===== src/dioc_pkg.sv =====
// constants for the dedicated parallel i/o control block
package dioc_pkg;
    // ------------------------------------------------------------------
    // sizes
    // ------------------------------------------------------------------
    localparam int PIO_W   = 16;
    localparam int SLOTS   = 4;
    localparam int NFUNC   = 8;
    localparam int NUM_LSB = 8;
    localparam int NUM_W   = 8;
    // ------------------------------------------------------------------
    // register byte offsets
    // ------------------------------------------------------------------
    localparam logic [7:0] OFS_CTRL   = 8'h00;
    localparam logic [7:0] OFS_SLOT   = 8'h04;
    localparam logic [7:0] OFS_STATUS = 8'h08;
    localparam logic [7:0] OFS_MAP0   = 8'h10;
    localparam logic [7:0] OFS_MAPN   = 8'h2C;
    // ------------------------------------------------------------------
    // control fields
    // ------------------------------------------------------------------
    localparam int CTRL_READY   = 0;
    localparam int CTRL_DIRECT  = 1;
    localparam int CTRL_STOPNC  = 2;
    localparam int CTRL_MULTI   = 3;
    localparam int CTRL_OTHRGT  = 4;
    localparam int CTRL_OTHSTOP = 5;
    localparam logic [5:0] CTRL_RST = 6'h00;
    // ------------------------------------------------------------------
    // function map index: byte 0 input bit, byte 1 output bit
    // ------------------------------------------------------------------
    localparam int F_READY  = 0;
    localparam int F_REMOTE = 1;
    localparam int F_TEACH  = 2;
    localparam int F_PANEL  = 3;
    localparam int F_RIGHTS = 4;
    localparam int F_START  = 5;
    localparam int F_STOP   = 6;
    localparam int F_STPSTS = 7;
    localparam logic [7:0] BIT_OFF  = 8'hFF;
    localparam logic [7:0] STOP_BIT = 8'h00;
    localparam logic [15:0] MAP_RST [NFUNC] = '{
        16'hFFFF, 16'hFFFF, 16'hFFFF, 16'hFFFF,
        16'h0305, 16'h0003, 16'hFF00, 16'hFFFF};
    // ------------------------------------------------------------------
    // slot start conditions and selector positions
    // ------------------------------------------------------------------
    localparam logic [1:0] COND_START  = 2'h0;
    localparam logic [1:0] COND_ALWAYS = 2'h1;
    localparam logic [1:0] COND_ERROR  = 2'h2;
    localparam logic [7:0] SLOT_RST    = 8'h00;
    localparam logic [1:0] KEY_TEACH   = 2'h0;
    localparam logic [1:0] KEY_PANEL   = 2'h1;
    localparam logic [1:0] KEY_REMOTE  = 2'h2;
    localparam logic [1:0] RESP_OK     = 2'h0;
    localparam logic [1:0] RESP_SLVERR = 2'h2;
    typedef enum logic [0:0] {DIOC_W_IDLE, DIOC_W_RESP} dioc_wstate_t;
endpackage : dioc_pkg


===== src/dioc_top.sv =====
// dedicated parallel i/o control with axi4-lite configuration slave
//
// Added by the designer: the register addresses and the AXI4-Lite slave port.
`timescale 1ns/1ps
`default_nettype none
module dioc_top import dioc_pkg::*; (
    input  wire logic                 SYS_CLK,
    input  wire logic                 SYS_RST,
    input  wire logic [PIO_W-1:0]     PIO_IN,
    input  wire logic [1:0]           KEY_MODE,
    input  wire logic [SLOTS-1:0]     SLOT_RUN,
    input  wire logic [SLOTS-1:0]     SLOT_PAUSE,
    output logic      [PIO_W-1:0]     PIO_OUT,
    output logic      [PIO_W-1:0]     PIO_OUT_EN,
    output logic      [SLOTS-1:0]     SLOT_LAUNCH,
    output logic      [SLOTS-1:0]     SLOT_HALT,
    output logic                      PROG_LOAD,
    output logic      [NUM_W-1:0]     PROG_NUM,
    input  wire logic [7:0]           S_AXI_AWADDR,
    input  wire logic                 S_AXI_AWVALID,
    output logic                      S_AXI_AWREADY,
    input  wire logic [31:0]          S_AXI_WDATA,
    input  wire logic [3:0]           S_AXI_WSTRB,
    input  wire logic                 S_AXI_WVALID,
    output logic                      S_AXI_WREADY,
    output logic [1:0]                S_AXI_BRESP,
    output logic                      S_AXI_BVALID,
    input  wire logic                 S_AXI_BREADY,
    input  wire logic [7:0]           S_AXI_ARADDR,
    input  wire logic                 S_AXI_ARVALID,
    output logic                      S_AXI_ARREADY,
    output logic [31:0]               S_AXI_RDATA,
    output logic [1:0]                S_AXI_RRESP,
    output logic                      S_AXI_RVALID,
    input  wire logic                 S_AXI_RREADY
);
    // ------------------------------------------------------------------
    // helpers
    // ------------------------------------------------------------------
    function automatic logic pick(input logic [7:0] num,
                                  input logic [PIO_W-1:0] vec);
        pick = 1'b0;
        if (num != BIT_OFF && num < 8'(PIO_W))
            pick = vec[num[3:0]];
    endfunction : pick

    function automatic logic [31:0] merge(input logic [31:0] old,
                                          input logic [31:0] nw,
                                          input logic [3:0] strb);
        merge = old;
        for (int b = 0; b < 4; b++)
            if (strb[b])
                merge[8*b +: 8] = nw[8*b +: 8];
    endfunction : merge

    function automatic logic map_hit(input logic [7:0] a);
        map_hit = (a >= OFS_MAP0) && (a <= OFS_MAPN) && (a[1:0] == 2'h0);
    endfunction : map_hit

    // map words start at the map base, not at address zero
    function automatic logic [2:0] map_idx(input logic [7:0] a);
        logic [7:0] rel;
        rel     = a - OFS_MAP0;
        map_idx = rel[4:2];
    endfunction : map_idx

    // ------------------------------------------------------------------
    // input synchronisers
    // ------------------------------------------------------------------
    logic [PIO_W-1:0] in_meta_reg, in_sync_reg;
    logic [1:0]       key_meta_reg, key_sync_reg;
    logic             start_prev_reg;

    always_ff @(posedge SYS_CLK or posedge SYS_RST) begin
        if (SYS_RST) begin
            in_meta_reg  <= '0;
            in_sync_reg  <= '0;
            key_meta_reg <= KEY_TEACH;
            key_sync_reg <= KEY_TEACH;
        end else begin
            in_meta_reg  <= PIO_IN;
            in_sync_reg  <= in_meta_reg;
            key_meta_reg <= KEY_MODE;
            key_sync_reg <= key_meta_reg;
        end
    end

    // ------------------------------------------------------------------
    // configuration registers
    // ------------------------------------------------------------------
    logic [5:0]  ctrl_reg;
    logic [7:0]  slot_reg;
    logic [15:0] map_reg [NFUNC];

    // ------------------------------------------------------------------
    // mode decode and dedicated inputs
    // ------------------------------------------------------------------
    logic             remote_now, teach_now, panel_now;
    logic             rights_in, start_in, stop_raw, stop_act;
    logic             start_edge, other_stop;
    logic             rights_reg;
    logic [SLOTS-1:0] eligible, run_eff, pause_eff;

    assign remote_now = key_sync_reg == KEY_REMOTE;
    assign teach_now  = key_sync_reg == KEY_TEACH;
    assign panel_now  = key_sync_reg == KEY_PANEL;
    // disabled input reads as inactive
    assign rights_in  = pick(map_reg[F_RIGHTS][7:0], in_sync_reg);
    assign start_in   = pick(map_reg[F_START][7:0], in_sync_reg);
    // stop stays on bit 0 whatever the map byte says
    assign stop_raw   = pick(STOP_BIT, in_sync_reg);
    assign stop_act   = remote_now
                        && (stop_raw ^ ctrl_reg[CTRL_STOPNC]);
    assign other_stop = ctrl_reg[CTRL_OTHSTOP];
    assign start_edge = start_in && !start_prev_reg;

    always_comb begin
        for (int s = 0; s < SLOTS; s++) begin
            eligible[s] = slot_reg[2*s +: 2] != COND_ALWAYS
                          && slot_reg[2*s +: 2] != COND_ERROR;
            if (!ctrl_reg[CTRL_MULTI] && s != 0)
                eligible[s] = 1'b0;
        end
    end
    // single task mode only watches slot 0
    assign run_eff   = ctrl_reg[CTRL_MULTI] ? SLOT_RUN : SLOT_RUN & 4'h1;
    assign pause_eff = ctrl_reg[CTRL_MULTI] ? SLOT_PAUSE : SLOT_PAUSE & 4'h1;

    // ------------------------------------------------------------------
    // rights, start, stop
    // ------------------------------------------------------------------
    always_ff @(posedge SYS_CLK or posedge SYS_RST) begin
        if (SYS_RST) begin
            rights_reg     <= 1'b0;
            start_prev_reg <= 1'b0;
        end else begin
            rights_reg     <= rights_in && remote_now
                              && !ctrl_reg[CTRL_OTHRGT];
            start_prev_reg <= start_in;
        end
    end

    always_ff @(posedge SYS_CLK or posedge SYS_RST) begin
        if (SYS_RST) begin
            SLOT_LAUNCH <= '0;
            SLOT_HALT   <= '0;
            PROG_LOAD   <= 1'b0;
            PROG_NUM    <= '0;
        end else begin
            // a held stop blocks launches; stop wins over start
            SLOT_HALT   <= stop_act ? eligible : '0;
            SLOT_LAUNCH <= '0;
            PROG_LOAD   <= 1'b0;
            if (start_edge && rights_reg && remote_now && !stop_act) begin
                SLOT_LAUNCH <= eligible;
                if (ctrl_reg[CTRL_DIRECT]) begin
                    PROG_LOAD <= 1'b1;
                    PROG_NUM  <= in_sync_reg[NUM_LSB +: NUM_W];
                end
            end
        end
    end

    // ------------------------------------------------------------------
    // status outputs onto the parallel port
    // ------------------------------------------------------------------
    logic [NFUNC-1:0] fval;
    logic [PIO_W-1:0] out_next, en_next;

    always_comb begin
        fval[F_READY]  = ctrl_reg[CTRL_READY];
        fval[F_REMOTE] = remote_now;
        fval[F_TEACH]  = teach_now;
        fval[F_PANEL]  = panel_now;
        fval[F_RIGHTS] = rights_reg;
        fval[F_START]  = |run_eff;
        fval[F_STOP]   = !(|run_eff) && (|pause_eff);
        fval[F_STPSTS] = stop_act || other_stop;
        out_next = '0;
        en_next  = '0;
        for (int f = 0; f < NFUNC; f++) begin
            if (map_reg[f][15:8] != BIT_OFF
                && map_reg[f][15:8] < 8'(PIO_W)) begin
                en_next[map_reg[f][11:8]]  = 1'b1;
                out_next[map_reg[f][11:8]] = fval[f];
            end
        end
    end

    always_ff @(posedge SYS_CLK or posedge SYS_RST) begin
        if (SYS_RST) begin
            PIO_OUT    <= '0;
            PIO_OUT_EN <= '0;
        end else begin
            PIO_OUT    <= out_next;
            PIO_OUT_EN <= en_next;
        end
    end

    // ------------------------------------------------------------------
    // axi4-lite write channel
    // ------------------------------------------------------------------
    logic         aw_have_reg, w_have_reg;
    logic [7:0]   aw_addr_reg;
    logic [31:0]  w_data_reg;
    logic [3:0]   w_strb_reg;
    logic         wr_go, wr_ok;
    logic [31:0]  map_word, ctrl_word, slot_word, map_new;

    assign wr_go = aw_have_reg && w_have_reg && !S_AXI_BVALID;
    assign wr_ok = aw_addr_reg == OFS_CTRL || aw_addr_reg == OFS_SLOT
                   || map_hit(aw_addr_reg);
    assign map_word  = {16'h0000, map_reg[map_idx(aw_addr_reg)]};
    assign ctrl_word = merge({26'h0, ctrl_reg}, w_data_reg, w_strb_reg);
    assign slot_word = merge({24'h0, slot_reg}, w_data_reg, w_strb_reg);
    assign map_new   = merge(map_word, w_data_reg, w_strb_reg);

    always_ff @(posedge SYS_CLK or posedge SYS_RST) begin
        if (SYS_RST) begin
            aw_have_reg   <= 1'b0;
            w_have_reg    <= 1'b0;
            aw_addr_reg   <= '0;
            w_data_reg    <= '0;
            w_strb_reg    <= '0;
            S_AXI_AWREADY <= 1'b0;
            S_AXI_WREADY  <= 1'b0;
            S_AXI_BVALID  <= 1'b0;
            S_AXI_BRESP   <= RESP_OK;
        end else begin
            S_AXI_AWREADY <= !aw_have_reg && !S_AXI_AWREADY;
            S_AXI_WREADY  <= !w_have_reg && !S_AXI_WREADY;
            if (S_AXI_AWVALID && S_AXI_AWREADY) begin
                aw_have_reg   <= 1'b1;
                aw_addr_reg   <= S_AXI_AWADDR;
                S_AXI_AWREADY <= 1'b0;
            end
            if (S_AXI_WVALID && S_AXI_WREADY) begin
                w_have_reg   <= 1'b1;
                w_data_reg   <= S_AXI_WDATA;
                w_strb_reg   <= S_AXI_WSTRB;
                S_AXI_WREADY <= 1'b0;
            end
            if (wr_go) begin
                aw_have_reg  <= 1'b0;
                w_have_reg   <= 1'b0;
                S_AXI_BVALID <= 1'b1;
                S_AXI_BRESP  <= wr_ok ? RESP_OK : RESP_SLVERR;
            end else if (S_AXI_BVALID && S_AXI_BREADY) begin
                S_AXI_BVALID <= 1'b0;
            end
        end
    end

    always_ff @(posedge SYS_CLK or posedge SYS_RST) begin
        if (SYS_RST) begin
            ctrl_reg <= CTRL_RST;
            slot_reg <= SLOT_RST;
            for (int f = 0; f < NFUNC; f++)
                map_reg[f] <= MAP_RST[f];
        end else if (wr_go) begin
            if (aw_addr_reg == OFS_CTRL)
                ctrl_reg <= ctrl_word[5:0];
            if (aw_addr_reg == OFS_SLOT)
                slot_reg <= slot_word[7:0];
            if (map_hit(aw_addr_reg))
                map_reg[map_idx(aw_addr_reg)] <= map_new[15:0];
        end
    end

    // ------------------------------------------------------------------
    // axi4-lite read channel
    // ------------------------------------------------------------------
    logic [31:0] rd_word;
    logic        rd_ok;

    always_comb begin
        rd_word = 32'h0000_0000;
        rd_ok   = 1'b1;
        if (S_AXI_ARADDR == OFS_CTRL)
            rd_word[5:0] = ctrl_reg;
        else if (S_AXI_ARADDR == OFS_SLOT)
            rd_word[7:0] = slot_reg;
        else if (S_AXI_ARADDR == OFS_STATUS)
            rd_word[15:0] = {in_sync_reg[7:0], fval};
        else if (map_hit(S_AXI_ARADDR))
            rd_word[15:0] = map_reg[map_idx(S_AXI_ARADDR)];
        else
            rd_ok = 1'b0;
    end

    always_ff @(posedge SYS_CLK or posedge SYS_RST) begin
        if (SYS_RST) begin
            S_AXI_ARREADY <= 1'b0;
            S_AXI_RVALID  <= 1'b0;
            S_AXI_RDATA   <= '0;
            S_AXI_RRESP   <= RESP_OK;
        end else begin
            // one read in flight; ready only pulses while idle
            S_AXI_ARREADY <= !S_AXI_RVALID && !S_AXI_ARREADY;
            if (S_AXI_ARVALID && S_AXI_ARREADY) begin
                S_AXI_ARREADY <= 1'b0;
                S_AXI_RVALID  <= 1'b1;
                S_AXI_RDATA   <= rd_word;
                S_AXI_RRESP   <= rd_ok ? RESP_OK : RESP_SLVERR;
            end else if (S_AXI_RVALID && S_AXI_RREADY) begin
                S_AXI_RVALID  <= 1'b0;
            end
        end
    end

    // ------------------------------------------------------------------
    // assertions
    // ------------------------------------------------------------------
    property p_rights_cause;
        @(posedge SYS_CLK) disable iff (SYS_RST)
        rights_reg |-> $past(rights_in && remote_now
                             && !ctrl_reg[CTRL_OTHRGT]);
    endproperty
    a_rights_cause: assert property (p_rights_cause)
        else $error("rights held without cause");

    property p_launch_remote;
        @(posedge SYS_CLK) disable iff (SYS_RST)
        (SLOT_LAUNCH != '0) |-> $past(remote_now && rights_reg && start_edge);
    endproperty
    a_launch_remote: assert property (p_launch_remote)
        else $error("launch outside remote with rights");

    property p_launch_once;
        @(posedge SYS_CLK) disable iff (SYS_RST)
        (SLOT_LAUNCH != '0) |=> (SLOT_LAUNCH == '0);
    endproperty
    a_launch_once: assert property (p_launch_once)
        else $error("launch lasted more than one cycle");

    property p_launch_skip;
        @(posedge SYS_CLK) disable iff (SYS_RST)
        (SLOT_LAUNCH & ~$past(eligible)) == '0;
    endproperty
    a_launch_skip: assert property (p_launch_skip)
        else $error("excluded slot launched");

    property p_halt_stop;
        @(posedge SYS_CLK) disable iff (SYS_RST)
        $rose(stop_act) |=> (SLOT_HALT == $past(eligible));
    endproperty
    a_halt_stop: assert property (p_halt_stop)
        else $error("stop did not halt slots");

    property p_operating;
        @(posedge SYS_CLK) disable iff (SYS_RST)
        (map_reg[F_START][15:8] == 8'h00 && $stable(map_reg[F_START]))
            |-> (PIO_OUT[0] == $past(|run_eff));
    endproperty
    a_operating: assert property (p_operating)
        else $error("operating output wrong");

    property p_paused;
        @(posedge SYS_CLK) disable iff (SYS_RST)
        (map_reg[F_STOP][15:8] < 8'(PIO_W) && $stable(map_reg[F_STOP]))
            |-> (pick(map_reg[F_STOP][15:8], PIO_OUT)
                 == $past(!(|run_eff) && (|pause_eff)));
    endproperty
    a_paused: assert property (p_paused)
        else $error("paused while running");

    property p_load_num;
        @(posedge SYS_CLK) disable iff (SYS_RST)
        PROG_LOAD |-> (PROG_NUM == $past(in_sync_reg[NUM_LSB +: NUM_W])
                       && SLOT_LAUNCH != '0);
    endproperty
    a_load_num: assert property (p_load_num)
        else $error("program number not from data inputs");

    property p_disabled_start;
        @(posedge SYS_CLK) disable iff (SYS_RST)
        ($past(map_reg[F_START][7:0]) == BIT_OFF) |-> (SLOT_LAUNCH == '0);
    endproperty
    a_disabled_start: assert property (p_disabled_start)
        else $error("disabled start input launched slots");

    property p_stop_status;
        @(posedge SYS_CLK) disable iff (SYS_RST)
        ($past(stop_act || other_stop) && $stable(map_reg[F_STPSTS])
         && map_reg[F_STPSTS][15:8] < 8'(PIO_W))
            |-> pick(map_reg[F_STPSTS][15:8], PIO_OUT);
    endproperty
    a_stop_status: assert property (p_stop_status)
        else $error("stop status misses other source");

    c_launch: cover property (@(posedge SYS_CLK) disable iff (SYS_RST)
        SLOT_LAUNCH != '0);
    c_halt: cover property (@(posedge SYS_CLK) disable iff (SYS_RST)
        SLOT_HALT != '0);
    c_rights: cover property (@(posedge SYS_CLK) disable iff (SYS_RST)
        $rose(rights_reg));
    c_paused: cover property (@(posedge SYS_CLK) disable iff (SYS_RST)
        fval[F_STOP]);
endmodule : dioc_top
`default_nettype wire

===== config.mk =====
export PLATFORM = sky130hd
export DESIGN_NAME = dioc_top
export DESIGN_NICKNAME = d
export VERILOG_FILES = /design/src/dioc_pkg.sv /design/src/dioc_top.sv
export SDC_FILE = /design/constraint.sdc
export NUM_CORES = 1
export LEC_CHECK = 0
export ABC_CLOCK_PERIOD_IN_PS = 13600
export BUFFER_PORTS_ARGS = -buffer_cell sky130_fd_sc_hd__buf_2
export CORE_MARGIN = 2
export CORE_UTILIZATION = 48
export DETAILED_ROUTE_END_ITERATION = 6
export PLACE_DENSITY = 0.73
export SYNTH_ARGS = -nofsm -noshare
export SYNTH_HDL_FRONTEND = slang
export SYNTH_SLANG_ARGS = --single-unit

===== constraint.sdc =====
create_clock -name SYS_CLK -period 13.6 [get_ports SYS_CLK]
set_clock_uncertainty 0.1 [all_clocks]
set_input_delay 2.72 -clock SYS_CLK [delete_from_list [all_inputs] [get_ports SYS_CLK]]
set_output_delay 2.72 -clock SYS_CLK [all_outputs]
set_load 0.02 [all_outputs]

=== After elaboration in Yosys (flattened, before gate mapping) ===
Index checks and enable logic that the tools add are counted.

* Latch bits: 0
* Word-level logic and storage cells: 268
* Bits in registers: 282
* Input bits: 85
* Memory bits (read-only): 0
* Memories kept: 0
* Output and inout port bits: 90
* Memory bits (writable): 0

* Divide/modulo/power cells: 0
* Mux-type cells: 88
* Order comparisons: 35
* Add/sub/neg operators: 2
* Shift-type cells: 0
* Reductions and logical operators: 74
* Equality and inequality tests: 23
* Bitwise logic cells: 11
* Multipliers: 0

{| class="wikitable"
|+ Operators with widths
! kind !! number
|-
| 2-to-1 mux 16 bit || 23
|-
| bitwise mux 128 bit || 1
|-
| bitwise mux 16 bit || 7
|-
| OR 16 bit || 7
|-
| binary-select mux 16 bit (select 3 bit) || 2
|-
| less-than comparator 8 x 5 -> 1 bit (second input constant) || 10
|-
| != test 8 bit (second input constant) || 10
|-
| less-than comparator 4 x 5 -> 1 bit (second input constant) || 10
|-
| demux 16 bit (select 3 bit) || 1
|-
| logical AND 1 bit || 45
|-
| demux 1 bit (select 4 bit) || 8
|-
| greater-or-equal comparator 4 x 1 -> 1 bit (second input constant) || 8
|-
| 2-to-1 mux 1 bit || 32
|-
| 2-to-1 mux 8 bit || 4
|-
| bitwise AND 16 bit || 1
|-
| equality test 8 x 3 -> 1 bit (second input constant) || 2
|-
| greater-or-equal comparator 8 x 5 -> 1 bit (second input constant) || 2
|-
| <= comparator 8 x 6 -> 1 bit (second input constant) || 2
|-
| logical NOT 8 bit || 2
|-
| 2-to-1 mux 4 bit || 4
|-
| logical NOT 1 bit || 11
|-
| 2-to-1 mux 10 bit || 1
|-
| subtractor 5 bit (second input constant) || 2
|-
| binary-select mux 1 bit (select 4 bit) || 2
|-
| other kinds (17) || 36
|}

=== Longest topological paths before layout ===
* Word-level depth: 20
* Mapped depth: 8
* Depth with buffers taken out: 6

=== Worst setup path before layout ===
OpenSTA, ideal clock, no wires.

* Path type: in2reg
* From: in S_AXI_ARADDR[1]
* To: reg S_AXI_RRESP[1]
* Arrival time: 4219 ps
* Setup slack: 9159 ps
* Buffers on the path: 1
* Stages: 6
* Setup time: 122 ps
* Data required time: 13378 ps
* Cell sequence: or4_1 -> or3_1 -> nor2b_1 -> buf_2 -> inv_1 -> a32o_1

* Longest elaborated chain between the ends: 8
* Elaborated cells on any way between the ends: 13
* Classes of those cells: order compare (2); eq/ne (2); mux (5); reduce/logical (4)

{| class="wikitable"
|+ Ends and longest elaborated chain
! item !! line !! RTL
|-
| from (decl) || dioc_top.sv:29 || <nowiki>input wire logic [7:0] S_AXI_ARADDR,</nowiki>
|-
| greater-or-equal comparator 8 x 5 -> 1 bit / <= comparator 8 x 6 -> 1 bit (equally long branches) || dioc_top.sv:57 || <nowiki>map_hit = (a >= OFS_MAP0) && (a <= OFS_MAPN) && (a[1:0] == 2'h0);</nowiki>
|-
| logical AND 1 bit (2 in a row) || dioc_top.sv:57 ||
|-
| 2-to-1 mux 1 bit || dioc_top.sv:285 || <nowiki>else if (map_hit(S_AXI_ARADDR))</nowiki>
|-
| 2-to-1 mux 1 bit || dioc_top.sv:283 || <nowiki>else if (S_AXI_ARADDR == OFS_STATUS)</nowiki>
|-
| 2-to-1 mux 1 bit || dioc_top.sv:281 || <nowiki>else if (S_AXI_ARADDR == OFS_SLOT)</nowiki>
|-
| 2-to-1 mux 1 bit (*) || dioc_top.sv:279 || <nowiki>if (S_AXI_ARADDR == OFS_CTRL)</nowiki>
|-
| 2-to-1 mux 2 bit (*) || dioc_top.sv:304 || <nowiki>S_AXI_RRESP <= rd_ok ? RESP_OK : RESP_SLVERR;</nowiki>
|-
| to (signal assigned) || dioc_top.sv:304 ||
|-
| to (decl) || dioc_top.sv:33 || <nowiki>output logic [1:0] S_AXI_RRESP,</nowiki>
|}

Mark *: on every way between the ends. The rest lies on a longest branch, timed or not.
A chain may end at the register's enable or synchronous reset.

=== Worst setup path after layout ===
Same ends and word-level chain as after synthesis.

==> impl_metrics.toml <==
[outcome]
status = "completed"

[clocking]
cts.root.buffer_cell = "clkbuf_16"
postCtsHoldBufs = 0
postCtsResizedCells = 0
cts.path.max_buffers = 3
clk_transition_reported_paths_ns = 0.06
clk_latency_ns = 0.58
cts_made_buffers = 30
cts_tree = "built"
postCtsSetupRepairBufs = 0
clock-sinks = 280
htree_levels = 1

[synth]
async_flop_share_pct = 100
syn_inst = 1459
synth_ff_type = "dfrtp_1"
syn_avg_cell_area_sq_um = 10.4
synth.cell_area_sq_um = 15200
synth_edf_count = 0
ys_warn_count = 0
ys_ff_latch = 280
yosysSeqAreaShare_pct = 46.9
synth.distinct_cells = 73

[timing]
relSlewSlack_pct = 12.2
timing_max_transition_violations_final = 0
min_period_ns = 4.41
fmax_mhz = 227
worstMarginPinSlew_ns = 1.31
setup_viol = 0
period_share_pct = 32.4
fin_tns_setup_ns = 0
rsz0062_at_grt = "no"
finalHoldViolations = 0

[critical_path]
critical_path_class = "primary input to register"
critPathArrivalTime_ns = 4.77
r2r_end = "PIO_OUT[11]$_DFF_PP0_"
cpLargestDelayFamily = "simple AND/OR/NAND/NOR gates"
max_stage_delay_ns = 0.60
r2r_slack_ns = 10.30
worst-path-max-fanout = 9
worst_path_max_delay_cell = "or4_1"
reg2reg_depth = 6
end_kind = "register"
reg2reg_from = "map_reg[92]$_DFFE_PP1P_"
required_ns = 13.96
path_buf_inv = 2
worst_setup_path_start_kind = "primary input"
crit_chain = "buf_2 > or4_1 > or3_1 > nor2b_1 > inv_1 > a32o_1"

[layout]
layout_commonest_cell = "nand2_1"
nets = 1632
final.fill_count = 2759
layout_common_cells = "nand2_1, dfrtp_1, o21ai_0"
largest_reg_flops = 128
stdcell_area_sq_um = 17200
drive_gt1_share_pct = 28.6
diodes = 0
area.growth.synth_to_final_pct = 12.8

[floorplanning]
dieArea_sq_um = 33100
rows = 65
io_pins = 175
initial_utilization_pct = 48.4
fp.dieH_um = 182
core_area_sq_um = 31400
die_x_um = 182

[power]
ir_drop_uv = 163
switching_share_pct = 34.5
powerDensity_nw_per_um2 = 155
p_seq_share_pct = 40.9
p_int_mw = 1.74
p_clk_share_pct = 33.7
power_frac_comb_pct = 25.4
p_leak_nw = 7.04
switchingPower_uw = 915

[job]
drv_cap = 0

[routing]
routedWlPerCell_um = 24.6
routed_wl_um = 48500
firstDrtPassIters = 5
ant_nets = 0
routed_via_density = 6.32
vias = 12471
dr.first_iter.drc_count = 1406
drc = 0

[placed_design]
place_congestion = 0.954
place_hpwl_um = 35400
io_buffers = 138
place_area_sq_um = 16100

[min_path]
min_path_cells = 0
min_to = "in_sync_reg[12]$_DFF_PP0_"
min_from = "in_meta_reg[12]$_DFF_PP0_"
hold_path_class = "register to register"

[global_routing]
grt-ovfl-total = 0
grtUsageTotal_pct = 29.6
antenna_found_initial = 0
grt_pass1_wl_um = 74400
grt_pass1_vias = 12062
grt_max_degree = 175
worst max path at each step:
stage | start | to | slack, ns | cells after the start
finish | S_AXI_ARADDR[1] | S_AXI_RRESP[1]$_DFFE_PP0P_ | 9.19 | 6
global route | S_AXI_ARADDR[1] | S_AXI_RRESP[1]$_DFFE_PP0P_ | 9.06 | 6
CTS | S_AXI_ARADDR[1] | S_AXI_RRESP[1]$_DFFE_PP0P_ | 9.23 | 6
detailed placement | S_AXI_ARADDR[2] | S_AXI_RDATA[15]$_DFFE_PP0P_ | 8.64 | 6
global placement | S_AXI_ARADDR[2] | S_AXI_RDATA[13]$_DFFE_PP0P_ | 8.63 | 6
floorplan | SYS_RST | PIO_OUT[0]$_DFF_PP0_ | 3.21 | 1
worst reg2reg max path, stage by stage (launching register included):
cell      delay, ns
dfstp_2        0.39
or4_1          0.90
nor3_1         0.75
a221oi_1       0.19
o21ai_0        0.42
a221oi_1       0.14
o31ai_1        0.29
power by group through the flow:
stage | Combinational, mW | Sequential [mW] | Clock, mW
after global routing | 0.724 | 1.10 | 0.941
after detailed placement | 0.663 | 1.09 | 0
after CTS | 0.666 | 1.08 | 0.908
after floorplan | 0.485 | 1.04 | 0
after global placement | 0.658 | 1.09 | 0
final | 0.674 | 1.08 | 0.893
per-stage QoR:
stage / setup WS, ns / hold slack (ns) / utilization (%) / power, mW / cells
after floorplan: 3.21 / 0.231 / - / 1.52 / 1476
after global placement: 8.63 / 0.231 / 51.1 / 1.74 / 1917
after detailed placement: 8.64 / 0.235 / 51.1 / 1.76 / 1917
after CTS: 9.23 / 0.249 / 54.6 / 2.65 / 1973
after global routing: 9.06 / 0.254 / 54.6 / 2.76 / 1973
final: 9.19 / 0.248 / 54.6 / 2.65 / 1973
Yosys cell counts (6+ instances only):
library cell	n	area, sq um
nand2_1	203	762
dfrtp_1	186	4650
o21ai_0	140	701
dfstp_2	94	2470
nor2_1	79	297
mux4_2	71	1600
clkbuf_1	61	229
mux2i_1	56	561
mux2_2	48	541
nor3_1	44	220
a21oi_1	38	190
nand3_1	38	190
o22ai_1	33	206
buf_2	29	145
inv_1	26	97.6
nand2b_1	24	150
nor2b_1	23	144
buf_4	20	150
a221oi_1	16	140
nor4_1	16	100
o21ai_1	16	80.1
o31ai_1	14	105
or3_1	13	81.3
or4_1	13	97.6
a22o_1	11	96.3
and2_1	9	56.3
nand3b_1	9	67.6
nand4_1	9	56.3
a31oi_1	8	50.1
and3_1	7	43.8
o221ai_1	7	61.3
o32ai_1	6	52.6
or2_2	6	37.5
routing by layer:
layer / vias to the layer above / GRT usage (%) / wire [um]
met5: - / 0 / 0
met4: 0 / 9.84 / 1830
met3: 104 / 4.89 / 4110
met2: 654 / 46.9 / 22600
met1: 6154 / 41.9 / 20100
li1: 5559 / - / -
logic make-up after synthesis:
logic type,Yosys count,share of synthesized area (%)
AOI/OAI and AO/OA,336,13.8
xor gates and xnor gates,6,0.346
buffers and inverters,142,4.34
DFF,280,46.9
muxes,175,17.8
other,1,0.0247
and+or+nand+nor,519,16.9
final cells by class:
cell class                 instances  area, sq um  share of cell area (%)
clock buffer                      34          796                    4.64
clock inverter                    22          308                    1.79
inverter                          26          105                   0.613
multi-input combinational       1054         7480                    43.6
sequential                       280         7130                    41.5
tap                              402          503                    2.93
timing repair buffer             155          831                    4.84
No activity file was read; power rests on OpenSTA's default activity.
